===== src/shared/rxs_pkg.sv =====
package rxs_pkg;
  // Register byte addresses
  localparam logic [31:0] BAD_FCS_OFF = 32'h0000_4000;
  localparam logic [31:0] MISALIGN_OFF = 32'h0000_4004;
  localparam logic [31:0] RX_CTRL_OFF = 32'h0000_4100;
  // Decode uses word address bits only
  localparam int ADDR_LO = 2;
  localparam int ADDR_HI = 15;
  // Control register fields
  localparam int CTRL_RX_EN_BIT = 0;
  localparam int CTRL_MII_SLOW_BIT = 1;
  localparam logic [1:0] CTRL_RESET = 2'h0;
  localparam int CTRL_W = 2;
  // Counter reset value and width
  localparam int CNT_W = 32;
  localparam logic [31:0] CNT_RESET = 32'h0000_0000;
  localparam logic [31:0] CNT_MAX = 32'hffff_ffff;
  // Shortest frame that counts, destination address through check field
  localparam int MIN_FRAME_BYTES = 64;
  localparam int LEN_W = 16;
  // Update latency bound
  localparam int CLK_PERIOD_NS = 25;
  localparam int UPDATE_LIMIT_NS = 1000;
  localparam int UPDATE_LIMIT_CYC = UPDATE_LIMIT_NS / CLK_PERIOD_NS;
  localparam int UPDATE_USED_CYC = 2;
  // AHB encodings
  localparam logic [1:0] HTRANS_NONSEQ = 2'h2;
  localparam logic HRESP_OKAY = 1'h0;

  // End-of-frame report from the receive MAC path
  typedef struct packed {
    logic valid;
    logic addr_pass;
    logic stored;
    logic fcs_bad;
    logic align_err;
    logic [LEN_W-1:0] len;
  } rxs_frame_t;

  // Qualified events waiting to hit the counters
  typedef struct packed {
    logic bad_fcs;
    logic misalign;
  } rxs_hits_t;
endpackage : rxs_pkg


===== src/core/rxs_stat_counters.sv =====
`timescale 1ns/1ps
// Contract
// - Read returns count, then counter clears
// - Counter saturates at all ones
// - Count frames stored in packet buffer
// - Counter updated within one microsecond
// - Interrupt may precede counter update
// - Count filtered bad-check frames, 64+ bytes
// - No counting while reception disabled
// - Alignment errors also count as bad-check
// - 32-bit counter at 4000h, resets zero
// - Alignment valid only in slow MII
module rxs_stat_counters #(
  parameter int MIN_LEN = rxs_pkg::MIN_FRAME_BYTES,
  // Narrower counters only to reach saturation in short tests
  parameter int CNT_W = rxs_pkg::CNT_W
) (
  // Clock, reset, enable
  input wire logic core_clk_in,
  input wire logic rst_in,
  input wire logic ce_in,
  // AHB-Lite slave
  input wire logic hsel_in,
  input wire logic [31:0] haddr_in,
  input wire logic [1:0] htrans_in,
  input wire logic hwrite_in,
  input wire logic [2:0] hsize_in,
  input wire logic [31:0] hwdata_in,
  input wire logic hready_in,
  output logic [31:0] hrdata_out,
  output logic hreadyout_out,
  output logic hresp_out,
  // Receive MAC frame report
  input wire rxs_pkg::rxs_frame_t frame_in
);

  initial begin
    if (MIN_LEN < 1 || MIN_LEN >= (1 << rxs_pkg::LEN_W)) begin
      $error("MIN_LEN out of range");
    end
    if (CNT_W < 1 || CNT_W > 32) begin
      $error("CNT_W out of range");
    end
    if (rxs_pkg::UPDATE_USED_CYC > rxs_pkg::UPDATE_LIMIT_CYC) begin
      $error("Update path slower than the bound");
    end
  end

  localparam logic [rxs_pkg::LEN_W-1:0] MIN_LEN_V = rxs_pkg::LEN_W'(MIN_LEN);
  // Counter constants cut to the counter width; all ones stays all ones
  localparam logic [CNT_W-1:0] CNT_ZERO = CNT_W'(rxs_pkg::CNT_RESET);
  localparam logic [CNT_W-1:0] CNT_ONE = CNT_W'(32'h0000_0001);
  localparam logic [CNT_W-1:0] CNT_TOP = CNT_W'(rxs_pkg::CNT_MAX);

  // Zero-extend a counter onto the data bus
  function automatic logic [31:0] widen(input logic [CNT_W-1:0] c);
    widen = 32'(c);
  endfunction : widen

  function automatic logic addr_is(input logic [31:0] a, input logic [31:0] off);
    addr_is = (a[rxs_pkg::ADDR_HI:rxs_pkg::ADDR_LO] == off[rxs_pkg::ADDR_HI:rxs_pkg::ADDR_LO]);
  endfunction : addr_is

  // Next count: clearing read, event, saturation
  function automatic logic [CNT_W-1:0] next_count(input logic [CNT_W-1:0] cur,
                                                  input logic clr, input logic hit);
    if (clr) begin
      next_count = hit ? CNT_ONE : CNT_ZERO;
    end else if (hit && cur != CNT_TOP) begin
      next_count = cur + CNT_ONE;
    end else begin
      next_count = cur;
    end
  endfunction : next_count

  // Bus state
  logic [31:0] hrdata_q, hrdata_d;
  logic wr_pend_q, wr_pend_d;
  logic [31:0] wr_addr_q, wr_addr_d;
  logic [rxs_pkg::CTRL_W-1:0] ctrl_q, ctrl_d;
  // Counter state
  rxs_pkg::rxs_hits_t hits_q, hits_d;
  logic [CNT_W-1:0] bad_fcs_q, bad_fcs_d;
  logic [CNT_W-1:0] misalign_q, misalign_d;

  logic addr_phase;
  logic rd_bad_fcs;
  logic rd_misalign;
  logic frame_ok;
  logic rx_en;
  logic mii_slow;

  assign rx_en = ctrl_q[rxs_pkg::CTRL_RX_EN_BIT];
  assign mii_slow = ctrl_q[rxs_pkg::CTRL_MII_SLOW_BIT];
  assign addr_phase = hsel_in && hready_in && (htrans_in == rxs_pkg::HTRANS_NONSEQ);
  assign rd_bad_fcs = addr_phase && !hwrite_in && addr_is(haddr_in, rxs_pkg::BAD_FCS_OFF);
  assign rd_misalign = addr_phase && !hwrite_in && addr_is(haddr_in, rxs_pkg::MISALIGN_OFF);
  // Stored in buffer, passed filters, long enough, while enabled
  assign frame_ok = frame_in.valid && frame_in.addr_pass && frame_in.stored
                    && (frame_in.len >= MIN_LEN_V) && rx_en;

  // Bus slave: zero wait states, read data latched at the address edge
  always_comb begin
    hrdata_d = hrdata_q;
    wr_pend_d = 1'b0;
    wr_addr_d = wr_addr_q;
    ctrl_d = ctrl_q;
    if (wr_pend_q && addr_is(wr_addr_q, rxs_pkg::RX_CTRL_OFF)) begin
      ctrl_d = hwdata_in[rxs_pkg::CTRL_W-1:0];
    end
    if (addr_phase) begin
      wr_pend_d = hwrite_in;
      wr_addr_d = haddr_in;
      hrdata_d = 32'h0000_0000;
      if (!hwrite_in) begin
        if (rd_bad_fcs) begin
          hrdata_d = widen(bad_fcs_q);
        end else if (rd_misalign) begin
          hrdata_d = widen(misalign_q);
        end else if (addr_is(haddr_in, rxs_pkg::RX_CTRL_OFF)) begin
          hrdata_d = {{(32 - rxs_pkg::CTRL_W){1'b0}}, ctrl_q};
        end
      end
    end
  end

  always_ff @(posedge core_clk_in) begin
    if (rst_in) begin
      hrdata_q <= 32'h0000_0000;
      wr_pend_q <= 1'b0;
      wr_addr_q <= 32'h0000_0000;
      ctrl_q <= rxs_pkg::CTRL_RESET;
    end else if (ce_in) begin
      hrdata_q <= hrdata_d;
      wr_pend_q <= wr_pend_d;
      wr_addr_q <= wr_addr_d;
      ctrl_q <= ctrl_d;
    end
  end

  assign hrdata_out = hrdata_q;
  // Never stalls and never errors, so both answers are constant flops
  always_ff @(posedge core_clk_in) begin
    if (rst_in) begin
      hreadyout_out <= 1'b1;
      hresp_out <= rxs_pkg::HRESP_OKAY;
    end else begin
      hreadyout_out <= 1'b1;
      hresp_out <= rxs_pkg::HRESP_OKAY;
    end
  end

  // Counters: one stage to qualify, one to add; far inside the bound
  always_comb begin
    hits_d.bad_fcs = frame_ok && (frame_in.fcs_bad || frame_in.align_err);
    hits_d.misalign = frame_ok && frame_in.align_err && mii_slow;
    bad_fcs_d = next_count(bad_fcs_q, rd_bad_fcs, hits_q.bad_fcs);
    misalign_d = next_count(misalign_q, rd_misalign, hits_q.misalign);
  end

  always_ff @(posedge core_clk_in) begin
    if (rst_in) begin
      hits_q <= '0;
      bad_fcs_q <= CNT_ZERO;
      misalign_q <= CNT_ZERO;
    end else if (ce_in) begin
      hits_q <= hits_d;
      bad_fcs_q <= bad_fcs_d;
      misalign_q <= misalign_d;
    end
  end
endmodule : rxs_stat_counters


===== config.mk =====
export PLATFORM = sky130hd
export DESIGN_NAME = rxs_stat_counters
export DESIGN_NICKNAME = d
export VERILOG_FILES = /design/src/shared/rxs_pkg.sv /design/src/core/rxs_stat_counters.sv
export SDC_FILE = /design/constraint.sdc
export NUM_CORES = 1
export LEC_CHECK = 0
export BUFFER_PORTS_ARGS = -buffer_cell sky130_fd_sc_hd__buf_2
export CORE_MARGIN = 2
export CORE_UTILIZATION = 45
export DETAILED_ROUTE_END_ITERATION = 10
export PLACE_DENSITY = 0.69
export SLEW_MARGIN = 20
export SYNTH_ARGS = -nofsm -noshare
export SYNTH_HDL_FRONTEND = slang
export SYNTH_SLANG_ARGS = --single-unit

===== constraint.sdc =====
create_clock -name core_clk_in -period 5.7 [get_ports core_clk_in]
set_input_delay 1.14 -clock core_clk_in [delete_from_list [all_inputs] [get_ports core_clk_in]]
set_output_delay 1.14 -clock core_clk_in [all_outputs]
set_load 0.02 [all_outputs]

==> flow_summary.json, run 1 <==
{
  "clock_sinks": 115,
  "diodes": 0,
  "synth-edff-count": 0,
  "cp.required_ns": 6.05,
  "max_stage_delay_ns": 0.57,
  "clock_skew_ns": 0.008633,
  "powerDensity_nw_per_um2": 294.8,
  "end_kind": "flip-flop",
  "maxSlewHeadroom": 0.3198,
  "vias_per_cell": 5.918,
  "fin_area_sq_um": 6384,
  "cts_max_level": 4,
  "peakVddDrop_mv": 0.1682,
  "tightest_slew_ns": 1.017,
  "worstPathCellList": "buf_2 -> or4_1 -> nand4bb_4 -> o21ai_2 -> o2111ai_1 -> or3_1 -> a21oi_1",
  "vias": 5060,
  "areaGrowthSynthToFinish_pct": 18.38,
  "dieArea_sq_um": 12880,
  "cts.root.buffer_cell": "clkbuf_16",
  "cts_buffers": 17,
  "grt_pass1_wl_mm": 23.65,
  "clk_latency_ns": 0.42,
  "synth_area_sq_um": 5393,
  "cp-start-kind": "primary input",
  "grt_pass1_vias": 4681,
  "ys_types": 51,
  "coreArea_sq_um": 11560,
  "post_cts_buffers": 0,
  "critPathSlowestCell": "o21ai_2",
  "wl_per_cell_um": 17.00,
  "grt_max_degree": 61,
  "worst-setup-path-type": "primary input to flip-flop",
  "antenna_found_initial": 0,
  "hold_viol_final": 0,
  "hold_class": "flip-flop to flip-flop",
  "synth_fp_nets": 743,
  "synth_ff_type": "dfxtp_1",
  "path_clk_slew_ns": 0.05,
  "gr-usage-met3": 0.06801,
  "numPortBuffers": 70,
  "die_w_um": 113.5,
  "nNetsFinal": 799,
  "die_h_um": 113.5,
  "synthCells": 645,
  "async_flop_share": 0,
  "start_util": 0.4663,
  "rsz0062_at_grt": "false",
  "drv_cap": 0,
  "num_rows": 39,
  "synth_most_common_cell": "dfxtp_1",
  "grt_overflow": 0,
  "power.leakage_nw": 2.344,
  "gp_congestion": 0.8382,
  "fin_crit_sh": 0.5960,
  "drt_iter0_markers": 345,
  "firstDrtPassIters": 5,
  "yosys.area.top_type": "dfxtp_1",
  "wl_mm": 14.54,
  "met2_usage": 0.3573,
  "finalSetupViolations": 0,
  "ant_nets": 0,
  "io-pin-count": 130,
  "synth_area_leaders": "dfxtp_1, nor2_1, a221oi_1, xor2_1, nand2_1",
  "finalCriticalPeriod_ns": 3.397,
  "drc": 0,
  "cts_resized": 0,
  "postPlaceCellArea_sq_um": 5828,
  "synthTopCellsByCount": "dfxtp_1, nor2_1, nand2_1, a21oi_1",
  "ys_ff_latch": 115,
  "tns_ns": 0,
  "yosysSeqAreaShare": 0.4269,
  "crit_fanout": 16,
  "fmax_mhz": 294.4,
  "grt_usage": 0.2335,
  "met1_usage": 0.3069,
  "slew_violations": 0,
  "cts_tree": "done",
  "ys_warn_count": 0,
  "clock_path_buffers": 2,
  "syn_area_per_cell_sq_um": 8.361,
  "grt.busiest_layer": "met2",
  "dpl.hpwl_mm": 10.02,
  "status": "finished, final reports clean",
  "crit_arrival_ns": 3.75,
  "hold_buffers": 0,
  "drive_above_1_share": 0.1685,
  "yosysTopAreaCellShare": 0.4269
}
## area by class of cell
type | instances | area, sq um
fill | 1059 | 5181
tap | 143 | 178.9
sequential | 115 | 2302
clock buffer | 25 | 505.5
clock inverter | 5 | 50.05
multi-input combinational | 483 | 2907
inverter | 6 | 22.52
timing repair buffer | 78 | 417.9
## kinds of logic (layout without fill, tap and decap cells)
kind of cell | after synthesis | in the layout | synth area share
buffers and inverters | 47 | 114 | 0.03619
XOR/XNOR | 38 | 38 | 0.06172
AO/OA/AOI/OAI | 144 | 144 | 0.1852
multiplexers | 4 | 4 | 0.007888
AND/OR/NAND/NOR | 293 | 293 | 0.2761
other | 2 | 2 | 0.001393
adder cells (fa/ha/maj) | 2 | 2 | 0.004640
flip-flops | 115 | 115 | 0.4269
## registers in the layout, indices dropped and copies added, names as in the netlist
register and flops:
wr_addr_q 14, ctrl_q 2, hrdata_out 32, hits_q 2
misalign_q 32, wr_pend_q 1, bad_fcs_q 32
## worst max-delay path, delay by kind of cell
family                 cells  cell delay (ns)
AND/OR/NAND/NOR            3             1.34
buffers and inverters      1             0.11
AO/OA/AOI/OAI              3             1.16
## stage by stage
stage | std cells | hold slack, ns | total power, mW | util | setup slack [ns]
6_report | 855 | 0.4559 | 1.882 | 0.5520 | 2.303
3_3_place_gp | 823 | 0.4407 | 0.8915 | 0.5020 | 1.736
5_1_grt | 855 | 0.4756 | 1.942 | 0.5520 | 2.092
4_1_cts | 855 | 0.4561 | 1.892 | 0.5520 | 2.306
3_5_place_dp | 825 | 0.4489 | 0.8941 | 0.5039 | 1.869
2_1_floorplan | 645 | 0.4312 | 0.8660 | - | 2.567
## final timing paths
kind                 start             end  slack (ns)  cells after the start
max reg2reg   bad_fcs_q[0]   bad_fcs_q[19]        3.00                      6
min          wr_addr_q[13]   wr_addr_q[13]        0.46                      2
min reg2reg  wr_addr_q[13]   wr_addr_q[13]        0.46                      2
max            haddr_in[6]  misalign_q[27]        2.30                      7
## layer usage
metal	part of all wire	vias to the layer above
met5	0	-
met4	0.023	0
met3	0.059	28
met2	0.47	156
met1	0.45	2389
li1	-	2487
## layout by cell type (no fill, tap or decap), types with 10 or more instances in the layout
| cell type | netlist | layout |
|---|---|---|
| nand3_1 | 18 | 18 |
| xor2_1 | 30 | 30 |
| o21ai_0 | 32 | 32 |
| nor4_1 | 10 | 10 |
| a21oi_1 | 44 | 44 |
| nand4_1 | 16 | 16 |
| buf_2 | 0 | 70 |
| nor3_1 | 37 | 36 |
| clkbuf_16 | 0 | 17 |
| a221oi_1 | 30 | 30 |
| and4_1 | 10 | 10 |
| and3_1 | 11 | 11 |
| nand2_1 | 60 | 60 |
| nor2_1 | 81 | 81 |
| o2111ai_1 | 12 | 12 |
| or3_1 | 23 | 23 |
| dfxtp_1 | 115 | 115 |
## power breakdown
part / switching, mW / internal, mW
sequential: 0.00289 / 0.811
combinational: 0.0418 / 0.0224
clock: 0.357 / 0.647
total: 0.401 / 1.48
No activity file was read; power rests on OpenSTA's default activity.
==> run 2: changes to the inputs <==
Settings changed: ABC_AREA set to 1, PLACE_DENSITY 0.69 to 0.7.
Clock period 5.7 ns to 2.77 ns, I/O delays scaled along.
==> flow_summary.json, run 2 <==
{
  "status": "finished, final reports clean",
  "grt_max_degree": 80,
  "worstPathCellList": "ha_1 -> inv_2 -> nor2_4 -> nand2_2 -> nor2_2 -> nand3_2 -> nand2_4 -> nand2_2 -> buf_4 -> o21ai_0 -> nor2_1",
  "crit_fanout": 30,
  "max_stage_delay_ns": 0.46,
  "ys_warn_count": 0,
  "start_util": 0.4563,
  "end_kind": "flip-flop",
  "firstDrtPassIters": 5,
  "post_cts_buffers": 0,
  "yosysTopAreaCellShare": 0.3344,
  "dpl.hpwl_mm": 15.17,
  "grt_pass1_vias": 6665,
  "drv_cap": 0,
  "nFillCells": 1582,
  "yosysSeqAreaShare": 0.3344,
  "clock_path_buffers": 2,
  "die_w_um": 127.7,
  "synthCells": 1128,
  "num_rows": 45,
  "holdCritStartpoint": "hwdata_in[0]",
  "gp_congestion": 0.9556,
  "tightest_slew_ns": 0.8502,
  "synth_area_sq_um": 6885,
  "fmax_mhz": 428.4,
  "mostFrequentLayoutCell": "nand2_1",
  "timing.critical_path.depth": 11,
  "grt_pass1_wl_mm": 32.98,
  "numPortBuffers": 70,
  "io-pin-count": 130,
  "areaGrowthSynthToFinish_pct": 16.77,
  "p_total_mw": 4.106,
  "finalSetupViolations": 0,
  "ant_nets": 0,
  "nNetsFinal": 1289,
  "ys_ff_latch": 115,
  "drt_iter0_markers": 624,
  "synth-edff-count": 0,
  "r2r-start": "misalign_q[1]",
  "vias_per_cell": 5.303,
  "cp.required_ns": 3.09,
  "critPathSlowestCell": "dfxtp_1",
  "antenna_found_initial": 0,
  "rr_worst_depth": 11,
  "coreArea_sq_um": 15090,
  "drc": 0,
  "regToRegSetupSlack_ns": 0.44,
  "crit_top_cell": "nand2_2",
  "cts_tree": "done",
  "power.leakage_nw": 2.982,
  "slew_violations": 0,
  "clk_latency_ns": 0.43,
  "hold_buffers": 0,
  "die_h_um": 127.7,
  "cts_resized": 0,
  "worst-setup-path-type": "flip-flop to flip-flop",
  "dieArea_sq_um": 16310,
  "rsz0062_at_grt": "false",
  "synth_fp_nets": 1226,
  "wl_mm": 20.63,
  "fin_area_sq_um": 8040,
  "timing.hold.ws_ns": 0.3781,
  "hold_viol_final": 0,
  "async_flop_share": 0,
  "instances_no_fill": 1392,
  "synth_most_common_cell": "nand2_1",
  "path_clk_slew_ns": 0.06,
  "hold_class": "primary input to flip-flop",
  "grt_usage": 0.2569,
  "peakVddDrop_mv": 0.3921,
  "cp-start-kind": "flip-flop",
  "syn_area_per_cell_sq_um": 6.104,
  "vias": 7382,
  "final_cell_mix": "nand2_1, nor2_1, nand3_1",
  "dpl.cell_count": 1360,
  "fin_ws_ns": 0.4359,
  "final_core_util": 0.5328,
  "grt_overflow": 0,
  "synthTopCellsByCount": "nand2_1, nor2_1, nand3_1, dfxtp_1, a21oi_1",
  "cts_max_level": 4,
  "diodes": 0,
  "cts.root.buffer_cell": "clkbuf_16",
  "ys_types": 34,
  "cp_top_family": "simple AND/OR/NAND/NOR gates",
  "pre_cts_ws_ns": 0.4668,
  "tns_ns": 0,
  "wl_per_cell_um": 14.82,
  "postPlaceCellArea_sq_um": 7423,
  "finalCriticalPeriod_ns": 2.334,
  "drive_above_1_share": 0.1287,
  "crit_arrival_ns": 2.65,
  "r2r-end": "misalign_q[0]",
  "yosys.area.top_type": "dfxtp_1",
  "cts_buffers": 17,
  "clock_skew_ns": 0.006149,
  "synth_area_leaders": "dfxtp_1, nand2_1, nand3_1, nor2_1, a21oi_1",
  "hold_end": "ctrl_q[0]",
  "critPathBufInv": 2,
  "maxSlewHeadroom": 0.4332,
  "clock_sinks": 115,
  "synth_ff_type": "dfxtp_1",
  "fin_crit_sh": 0.8426,
  "holdPathStages": 3,
  "powerDensity_nw_per_um2": 510.7
}
==> run 2: cell count changes after synthesis, moves of 10 or more <==
cell	change
a21oi_1	+68
a221oi_1	-30
and3_1	-11
and4_1	-10
buf_2	+13
clkbuf_1	-11
inv_1	+88
nand2_1	+235
nand3_1	+125
nor2_1	+104
nor3_1	-31
o2111ai_1	-12
o21ai_0	+10
or3_1	-23
==> run 2: cells by family after synthesis <==
group                    share of synthesized area
XOR/XNOR                                   0.02799
flip-flops                                  0.3344
buffers and inverters                      0.09177
other                                     0.001091
AND/OR/NAND/NOR                             0.4196
adder cells (fa/ha/maj)                   0.003634
AO/OA/AOI/OAI                               0.1216
==> run 2: worst max path at each step <==
| stage | from | endpoint | slack [ns] |
|---|---|---|---|
| after floorplan | hready_in | hrdata_out[17] | 0.95 |
| after CTS | misalign_q[1] | misalign_q[0] | 0.44 |
| final | misalign_q[1] | misalign_q[0] | 0.44 |
| after global placement | misalign_q[1] | misalign_q[0] | 0.48 |
| after global routing | bad_fcs_q[1] | bad_fcs_q[22] | 0.25 |
| after detailed placement | misalign_q[1] | misalign_q[0] | 0.47 |
==> run 2: metal layers <==
| metal | up-vias | global-route usage | share of wire |
|---|---|---|---|
| met1 | 3381 | 0.3249 | 0.45 |
| met2 | 201 | 0.4335 | 0.48 |
| li1 | 3759 | - | - |
| met4 | 0 | 0.09308 | 0.023 |
| met5 | - | 0 | 0 |
| met3 | 41 | 0.05384 | 0.049 |
==> run 2: cell type report <==
cell class	instances	area [sq um]	share of cell area
multi-input cells	864	3959	0.4924
inverters	99	371.6	0.04622
clock buffers	18	439.2	0.05462
repair buffers	94	555.5	0.06909
flip-flops and latches	115	2302	0.2863
well taps	188	235.2	0.02926
clock inverters	14	177.7	0.02210
==> run 2: tightest hold or removal path, cell delays in order <==
cell and delay (ns):
buf_2 0.07, o21ai_0 0.07, nor2_1 0.07
==> run 2: where the power goes <==
group / internal [mW] / leakage, nW / switching, mW
Sequential: 1.66 / 0.927 / 0.00405
Combinational: 0.0458 / 1.77 / 0.104
Clock: 1.45 / 0.290 / 0.846
Total: 3.15 / 2.98 / 0.953
